$ cat config.mk
export PLATFORM = sky130hd
export DESIGN_NAME = nvmpe_ctrl
export DESIGN_NICKNAME = d
export VERILOG_FILES = /design/src/hdl/nvmpe_pkg.sv /design/src/hdl/nvmpe_ctrl.sv /design/src/hdl/nvmpe_mem.sv
export VERILOG_INCLUDE_DIRS = /design/src /design/src/hdl
export SDC_FILE = /design/constraint.sdc
export NUM_CORES = 2
export LEC_CHECK = 0
export CORE_AREA = 2 2 429 431
export DETAILED_ROUTE_END_ITERATION = 6
export DIE_AREA = 0 0 431 433
export DONT_BUFFER_PORTS = 1
export HOLD_SLACK_MARGIN = 0.03
export RECOVER_POWER = 50
export SYNTH_ARGS = -nofsm -noshare
export SYNTH_HDL_FRONTEND = slang
export SYNTH_SLANG_ARGS = --single-unit
$ cat constraint.sdc
create_clock -name i_sys_clk -period 3.99 [get_ports i_sys_clk]
set_input_delay 0.798 -clock i_sys_clk [delete_from_list [all_inputs] [get_ports i_sys_clk]]
set_output_delay 0.798 -clock i_sys_clk [all_outputs]
set_load 0.01 [all_outputs]
$ cat src/hdl/nvmpe_defs.svh
// Offsets, field positions, reset values and timing counts for the data-page erase/write block
`ifndef NVMPE_DEFS_SVH
`define NVMPE_DEFS_SVH
// Special function register addresses
`define NVMPE_ADDR_INDEX 8'hC7
`define NVMPE_ADDR_CONTROL 8'hCE
`define NVMPE_ADDR_WDATA 8'hCF
// Control register fields
`define NVMPE_BIT_ERASE 7
`define NVMPE_BIT_WRITE 6
// Reset values
`define NVMPE_RST_BYTE 8'h00
`define NVMPE_ERASED_BYTE 8'hFF
// Array geometry
`define NVMPE_PAGE_COUNT 4
`define NVMPE_PAGE_BYTES 64
// Operation times in microseconds and derived cycle counts at 25 MHz
`define NVMPE_CLK_MHZ 25
`define NVMPE_ERASE_US 20
`define NVMPE_WRITE_US 2
`define NVMPE_ERASE_CYC (`NVMPE_ERASE_US * `NVMPE_CLK_MHZ)
`define NVMPE_WRITE_CYC (`NVMPE_WRITE_US * `NVMPE_CLK_MHZ)
`endif

$ cat src/hdl/nvmpe_pkg.sv
// Types shared by the data-page erase/write block
package nvmpe_pkg;
   // Sequencer states
   typedef enum logic [1:0] {
      NVMPE_IDLE,
      NVMPE_ERASE,
      NVMPE_WRITE
   } nvmpe_state_t;
endpackage

$ cat src/hdl/nvmpe_ctrl.sv
// Data-page erase/write controller driven by CPU special function registers
`timescale 1ns/10ps
`include "nvmpe_defs.svh"
// Overview of operation
// RULE_01: Four 64-byte pages; erase clears whole page
// RULE_02: Page to erase derived from address register
// RULE_03: Erase stalls CPU until done, then resumes
// RULE_04: Control bit 7 requests page erase
// RULE_05: Control bit 6 programs data byte, CPU stalled
// RULE_06: Stall released once byte write finishes
// RULE_07: Page number equals address bits 7:6
// RULE_08: Write data register holds byte to program
// RULE_09: Data read back only via code-space read
// RULE_10: Address register is low location byte
// RULE_11: Control bits clear automatically on completion
// RULE_12: Software avoids both bits; erase before write
module nvmpe_ctrl #(
   parameter int PAGES = `NVMPE_PAGE_COUNT,
   parameter int PAGE_BYTES = `NVMPE_PAGE_BYTES,
   parameter int ERASE_CYC = `NVMPE_ERASE_CYC,
   parameter int WRITE_CYC = `NVMPE_WRITE_CYC
) (
   input wire logic i_sys_clk,
   input wire logic i_reset_n,
   input wire logic i_sfr_wr, // SFR write strobe, one cycle
   input wire logic i_sfr_rd, // SFR read strobe, one cycle
   input wire logic [7:0] i_sfr_addr,
   input wire logic [7:0] i_sfr_wdata,
   output logic [7:0] o_sfr_rdata, // Registered SFR read data
   output logic o_sfr_hit, // Registered: last read addressed this block
   input wire logic i_code_rd, // Code-space read request, one cycle
   input wire logic [7:0] i_code_addr,
   output logic [7:0] o_code_rdata, // Valid one cycle after the request
   output logic o_code_valid,
   output logic o_cpu_stall // Holds program counter while busy
);
   // Derived sizes: array depth, in-page offset width and timer width
   localparam int DEPTH = PAGES * PAGE_BYTES;
   localparam int PW = $clog2(PAGE_BYTES);
   localparam int CW = $clog2(ERASE_CYC > WRITE_CYC ? ERASE_CYC + 1 : WRITE_CYC + 1);

   // Elaboration checks: the address split needs 256 bytes in whole pages
   if (DEPTH != 256 || PAGE_BYTES < 2) begin : g_bad_geometry
      $error("nvmpe_ctrl: geometry must span 256 bytes in whole pages");
   end
   // A zero time would leave the sequencer no cycle to finish in
   if (ERASE_CYC < 1 || WRITE_CYC < 1) begin : g_bad_timing
      $error("nvmpe_ctrl: operation times must be nonzero");
   end

   // Architectural registers and their next values
   nvmpe_pkg::nvmpe_state_t state, next_state; // Sequencer
   logic [7:0] nv_location_index, next_nv_location_index; // Address register
   logic [7:0] nv_write_byte_field, next_nv_write_byte_field; // Write data register
   logic page_erase_request, next_page_erase_request; // Control bit 7
   logic byte_write_request, next_byte_write_request; // Control bit 6
   logic [CW-1:0] timer, next_timer; // Operation time left
   logic [PW-1:0] erase_ofs, next_erase_ofs; // Byte within page being erased
   // Next values of the registered outputs
   logic [7:0] next_sfr_rdata; // Read answer
   logic next_sfr_hit; // Read addressed this block
   logic next_code_valid; // Code read answer strobe
   logic next_cpu_stall; // Core hold
   // Array port, shared by the erase walk and the byte write
   logic mem_we; // Array write strobe
   logic [7:0] mem_waddr; // Array write address
   logic [7:0] mem_wdata; // Array write data
   logic [7:0] mem_rdata; // Registered array read data

   // The array has no reset: its content outlives a core reset, as a
   // nonvolatile store should, and reads unknown until first written
   nvmpe_mem #(
      .DEPTH(256),
      .AW(8)
   ) u_mem (
      .i_sys_clk(i_sys_clk),
      .i_we(mem_we),
      .i_waddr(mem_waddr),
      .i_wdata(mem_wdata),
      .i_raddr(i_code_addr),
      .o_rdata(mem_rdata)
   );

   // Output data comes straight from the array's read register
   // Code reads are not refused while busy; the byte being written may
   // still show its old value until the last stall cycle
   assign o_code_rdata = mem_rdata; // RULE_09

   // Next-state logic for registers and the erase/write sequencer
   // Writes are ignored while busy; the stall keeps the core from sending any
   always_comb begin
      // Hold every register unless an event below changes it
      next_state = state;
      next_nv_location_index = nv_location_index;
      next_nv_write_byte_field = nv_write_byte_field;
      next_page_erase_request = page_erase_request;
      next_byte_write_request = byte_write_request;
      next_timer = timer;
      next_erase_ofs = erase_ofs;
      // Read answers stand for one cycle only
      next_sfr_rdata = `NVMPE_RST_BYTE;
      next_sfr_hit = 1'b0;
      next_code_valid = i_code_rd;
      // Array defaults point at the byte write target
      mem_we = 1'b0;
      mem_waddr = nv_location_index;
      mem_wdata = nv_write_byte_field;
      // SFR writes; the core is stalled while busy so none arrive mid-operation
      if (i_sfr_wr && state == nvmpe_pkg::NVMPE_IDLE) begin
         unique case (i_sfr_addr)
            `NVMPE_ADDR_INDEX: begin
               // Any byte of a page selects that page for erase
               next_nv_location_index = i_sfr_wdata; // RULE_10
            end
            `NVMPE_ADDR_WDATA: begin
               // Held until the next write; the byte is not read back here
               next_nv_write_byte_field = i_sfr_wdata; // RULE_08
            end
            `NVMPE_ADDR_CONTROL: begin
               // The low six bits are reserved and ignored
               // Erase wins if software sets both, keeping the page consistent
               if (i_sfr_wdata[`NVMPE_BIT_ERASE]) begin
                  next_page_erase_request = 1'b1; // RULE_04
                  next_state = nvmpe_pkg::NVMPE_ERASE; // RULE_03
                  next_timer = CW'(ERASE_CYC - 1);
                  next_erase_ofs = '0;
               end else if (i_sfr_wdata[`NVMPE_BIT_WRITE]) begin
                  next_byte_write_request = 1'b1; // RULE_05
                  next_state = nvmpe_pkg::NVMPE_WRITE;
                  next_timer = CW'(WRITE_CYC - 1);
               end
            end
            default: begin
               // Other SFR addresses belong to other blocks
            end
         endcase
      end
      // SFR reads; the write data register is write-only and reads as zero
      // Unmapped addresses leave hit low so another block can answer
      if (i_sfr_rd) begin
         if (i_sfr_addr == `NVMPE_ADDR_INDEX) begin
            next_sfr_rdata = nv_location_index;
            next_sfr_hit = 1'b1;
         end else if (i_sfr_addr == `NVMPE_ADDR_CONTROL) begin
            next_sfr_rdata = {page_erase_request, byte_write_request, 6'h00};
            next_sfr_hit = 1'b1;
         end else if (i_sfr_addr == `NVMPE_ADDR_WDATA) begin
            next_sfr_hit = 1'b1; // RULE_09
         end
      end
      // Sequencer
      unique case (state)
         nvmpe_pkg::NVMPE_IDLE: begin
            // Waiting for a control write
         end
         nvmpe_pkg::NVMPE_ERASE: begin
            // One byte of the page per cycle until every byte is blank
            // Page bits come from the address register, offset from the walk
            mem_waddr = {nv_location_index[7:PW], erase_ofs}; // RULE_02 RULE_07 RULE_01
            mem_wdata = `NVMPE_ERASED_BYTE;
            // The last byte waits for the timer so the page is blank on exit
            mem_we = (erase_ofs != '1) || (timer == '0);
            if (erase_ofs != '1) begin
               next_erase_ofs = erase_ofs + 1'b1;
            end
            // Finish only once both the walk and the timer are done
            if (timer == '0 && erase_ofs == '1) begin
               next_page_erase_request = 1'b0; // RULE_11
               next_state = nvmpe_pkg::NVMPE_IDLE; // RULE_03
            end else if (timer != '0) begin
               next_timer = timer - 1'b1;
            end
         end
         nvmpe_pkg::NVMPE_WRITE: begin
            // The byte lands in the last cycle of the stall, so a read
            // issued after the stall always sees it
            if (timer == '0) begin
               mem_we = 1'b1; // RULE_05
               next_byte_write_request = 1'b0; // RULE_11
               next_state = nvmpe_pkg::NVMPE_IDLE; // RULE_06
            end else begin
               next_timer = timer - 1'b1;
            end
         end
      endcase
      // Stall follows the next state so it rises on the control write edge
      // and falls on the edge that returns the sequencer to idle
      next_cpu_stall = (next_state != nvmpe_pkg::NVMPE_IDLE); // RULE_03 RULE_06
   end

   // Register stage
   always_ff @(posedge i_sys_clk or negedge i_reset_n) begin
      if (!i_reset_n) begin
         // Idle with nothing pending; the array itself is untouched
         state <= nvmpe_pkg::NVMPE_IDLE;
         nv_location_index <= `NVMPE_RST_BYTE;
         nv_write_byte_field <= `NVMPE_RST_BYTE;
         page_erase_request <= 1'b0;
         byte_write_request <= 1'b0;
         timer <= '0;
         erase_ofs <= '0;
         o_sfr_rdata <= `NVMPE_RST_BYTE;
         o_sfr_hit <= 1'b0;
         o_code_valid <= 1'b0;
         o_cpu_stall <= 1'b0;
      end else begin
         // Take the next values computed above
         state <= next_state;
         nv_location_index <= next_nv_location_index;
         nv_write_byte_field <= next_nv_write_byte_field;
         page_erase_request <= next_page_erase_request;
         byte_write_request <= next_byte_write_request;
         timer <= next_timer;
         erase_ofs <= next_erase_ofs;
         o_sfr_rdata <= next_sfr_rdata;
         o_sfr_hit <= next_sfr_hit;
         o_code_valid <= next_code_valid;
         o_cpu_stall <= next_cpu_stall;
      end
   end
endmodule // nvmpe_ctrl

$ cat src/hdl/nvmpe_mem.sv
// Nonvolatile data array storage with registered read port
`timescale 1ns/10ps
module nvmpe_mem #(
   parameter int DEPTH = 256,
   parameter int AW = 8
) (
   input wire logic i_sys_clk,
   input wire logic i_we, // Store one byte
   input wire logic [AW-1:0] i_waddr,
   input wire logic [7:0] i_wdata,
   input wire logic [AW-1:0] i_raddr,
   output logic [7:0] o_rdata // Registered read data
);
   logic [7:0] mem [DEPTH]; // Storage; erased content comes from the controller
   // Elaboration check: every address must name exactly one stored byte
   if (DEPTH != (1 << AW)) begin : g_bad_depth
      $error("nvmpe_mem: DEPTH must equal 2**AW");
   end
   // Write and registered read
   always_ff @(posedge i_sys_clk) begin
      if (i_we) begin
         mem[i_waddr] <= i_wdata;
      end
      o_rdata <= mem[i_raddr];
   end
endmodule // nvmpe_mem

==> key figures <==
Run status
  • Run status: finished, violations left
  • Failing checks: max-capacitance violations, max-slew violations

Placement
  • Detail Placement HPWL: 122,000 um
  • IO buf count: 0
  • Placer Congestion: 0.807

Die
  • Placeable Area: 182,000 sq um
  • Die Y: 433 um
  • Row Count: 157
  • Die outline width: 431 um
  • Initial Util: 0.447
  • Die ar.: 187,000 sq um
  • I/O pin count: 48

Detailed routing
  • Total routed wirelength: 209,000 um
  • Initial DRC Count: 5,113
  • Routed Antenna Nets: 0
  • Vias per cell: 6.02
  • Vias: 41,800
  • DRC Markers: 0
  • WL/cell: 30.2 um
  • Pre-antenna DRT Iters: 6

Clock network
  • Setup bufs post-CTS: 0
  • Clock buffer depth: 3
  • Clk root buf: clkbuf_16
  • Clock sinks: 2,102
  • Clock Pin Slew Worst Setup and Hold Paths: 0.06 ns
  • Clock latency on the worst-skew pair: 0.85 ns
  • Num CTS Buffers: 202
  • CTS tree: built
  • H-tree levels: 4

Global routing
  • Vias in the first global route: 41,300
  • All-Layer GR Usage: 0.221
  • First-pass GRT wire length: 297,000 um
  • Antenna violations before repair: 7
  • Global route total overflow: 0
  • Pin count of the biggest net entering global routing: 513

Logic synthesis
  • Synthesis-stage register bit count: 2,102
  • Syn nets: 4,014
  • Post-Syn Area: 81,300 sq um
  • Number of flops mapped to enable cells by yosys: 2,048
  • Mean post-synth cell area: 20.4 sq um
  • Top FF cell, synth: edfxtp_1
  • Synthesized instance count: 3,980
  • Number of synthesis warnings: 0
  • Synth unique cells: 66
  • Async SR Flop Fraction: 0.0219
  • Sequential area share after synthesis: 0.772

STA
  • Final hold slack: 0.0933 ns
  • Fin. Hold Viols: 0
  • Max Slew Vio Count: 800
  • Final setup violation count: 0
  • Post-route minimum period: 3.78 ns
  • Achievable Freq: 265 MHz
  • Least-Margin Pin Slew: 2.41 ns
  • Clock skew: 0.0312 ns
  • Max_slew headroom: -0.607
  • RSZ-0062 raised after global routing: no
  • Final period utilization: 0.946
  • Fin Setup TNS: 0 ns

Critical path
  • Crit path from: i_code_addr[0]
  • Crit path kind: input port to flop
  • R2R Path End: u_mem.mem[63][1]
  • Largest fanout on the critical path: 58
  • Reg2Reg Depth: 5
  • Critical Path End: u_mem.o_rdata[1]
  • Flop2flop setup slack: 0.33 ns
  • WP data arrival: 4.46 ns
  • Worst setup SP type: input port
  • Setup crit end kind: flop
  • Worst endpoint required time: 4.68 ns
  • Reg2reg start: state[1]

Finish
  • Most common cell after layout, fill and taps aside: edfxtp_1
  • Fill count: 14,200
  • Layout cells sized above 1: 0.263
  • Commonest non-fill, non-tap cells in the layout: edfxtp_1, mux4_2, buf_4, nor2_1, clkbuf_16
  • Final nets: 4,407
  • Synth-to-Final Area Change: 14.7%

Power
  • Final total power: 46.0 mW
  • Max IR drop VDD: 0.408 mV
  • Leak pwr: 30.2 nW
  • Pwr dens: 493 nW/um^2

Flow run
  • Max-cap violations: 12

Min path
  • Hold Crit Class: input port to flop
cells by family (layout without fill, tap and decap cells):
group	Yosys count	in the layout	synth area share
mux	594	594	0.141
fa+ha+maj	5	5	0.000769
compound gates	469	469	0.0403
xor+xnor	3	3	0.000323
simple gates	558	558	0.0318
flops	2102	2102	0.772
other cells	0	4	0
buf+inv	249	810	0.0134
layer usage:
metal | vias to the layer above | wire length [um] | GRT usage
met3 | 281 | 16100 | 0.0360
met4 | 0 | 5760 | 0.0682
li1 | 17400 | - | -
met2 | 1880 | 99700 | 0.346
met1 | 22200 | 87800 | 0.319
met5 | - | 0 | 0
critical path, cell delays in order:
cell and delay [ns]:
buf_16 0.30, buf_16 0.41, buf_16 0.43, mux4_2 0.57, a22o_1 0.25, a221oi_1 0.53
o22ai_1 0.30, nor3_2 0.46, nor4_1 0.12
repair_timing:
action                                 in CTS  in global routing
setup endpoints to repair                   0                  8
endpoints found under the hold margin      47                  0
resized for setup                           0                  3
hold buffers                                3                  0
state kept, by name (all words and copies together), names as in the netlist:
register             flops
page_erase_request       1
o_code_valid             1
o_sfr_hit                1
u_mem.mem             2048
timer                    9
nv_location_index        8
erase_ofs                6
nv_write_byte_field      8
o_cpu_stall              1
byte_write_request       1
u_mem.o_rdata            8
state                    2
o_sfr_rdata              8
synthesized netlist by cell type, types with 5 or more instances:
library cell	number	area share
a2111oi_0	5	0.00054
a211oi_1	27	0.0025
a21boi_0	6	0.00055
a21oi_1	87	0.0054
a221oi_1	35	0.0038
a22o_1	28	0.0030
a22oi_1	120	0.011
a31oi_1	7	0.00054
and2_1	11	0.00085
and3_1	7	0.00054
buf_1	32	0.0015
buf_2	74	0.0046
buf_4	8	0.00074
clkbuf_1	116	0.0054
dfrtp_1	46	0.014
dfxtp_1	8	0.0020
edfxtp_1	2048	0.76
ha_1	5	0.00077
inv_1	15	0.00069
mux2_2	16	0.0022
mux2i_1	136	0.017
mux4_2	442	0.12
nand2_1	80	0.0037
nand2b_1	15	0.0012
nand3_1	17	0.0010
nand4_1	6	0.00046
nor2_1	296	0.014
nor2b_1	20	0.0015
nor3_1	34	0.0021
nor4_1	24	0.0018
o211ai_1	8	0.00074
o21ai_0	45	0.0028
o221ai_1	33	0.0036
o22ai_1	45	0.0035
o31ai_1	7	0.00065
or2_2	13	0.0010
power by group:
group	internal, mW	leakage, nW	switching [mW]	total [mW]
sequential	24.6	19.4	0.144	24.8
combinational	0.854	7.68	1.74	2.60
clock	10.6	3.13	8.05	18.7
worst min path at each step:
stage / startpoint / end / slack, ns / depth (start not counted)
floorplan: nv_write_byte_field[6] / nv_write_byte_field[6] / 0.44 / 2
global placement: nv_write_byte_field[7] / nv_write_byte_field[7] / 0.47 / 2
detailed placement: nv_write_byte_field[6] / nv_write_byte_field[6] / 0.47 / 2
CTS: i_sfr_wdata[4] / nv_location_index[4] / 0.04 / 2
global route: i_sfr_wdata[4] / nv_location_index[4] / 0.06 / 2
finish: i_sfr_wdata[4] / nv_location_index[4] / 0.09 / 2
final cells by class:
| type | instances | area (sq um) | share of cell area |
|---|---|---|---|
| Antenna cell | 4 | 10.0 | 0.000107 |
| Timing Repair Buffer | 423 | 3480 | 0.0373 |
| Sequential cell | 2102 | 62800 | 0.673 |
| Clock inverter | 104 | 916 | 0.00982 |
| Inverter | 15 | 56.3 | 0.000603 |
| Multi-Input combinational cell | 1629 | 17600 | 0.188 |
| Clock buffer | 268 | 5490 | 0.0588 |
| Tap cell | 2385 | 2980 | 0.0320 |
through the flow:
stage / setup slack, ns / area, sq um / instances / util
detailed placement: 0.314 / 86800 / 6543 / 0.477
floorplan: 0.295 / 81300 / 3980 / -
CTS: 0.462 / 93300 / 6918 / 0.512
global placement: 0.187 / 86800 / 6542 / 0.477
finish: 0.214 / 93300 / 6930 / 0.512
global route: 0.117 / 93300 / 6926 / 0.512
No activity file was read; power rests on OpenSTA's default activity.
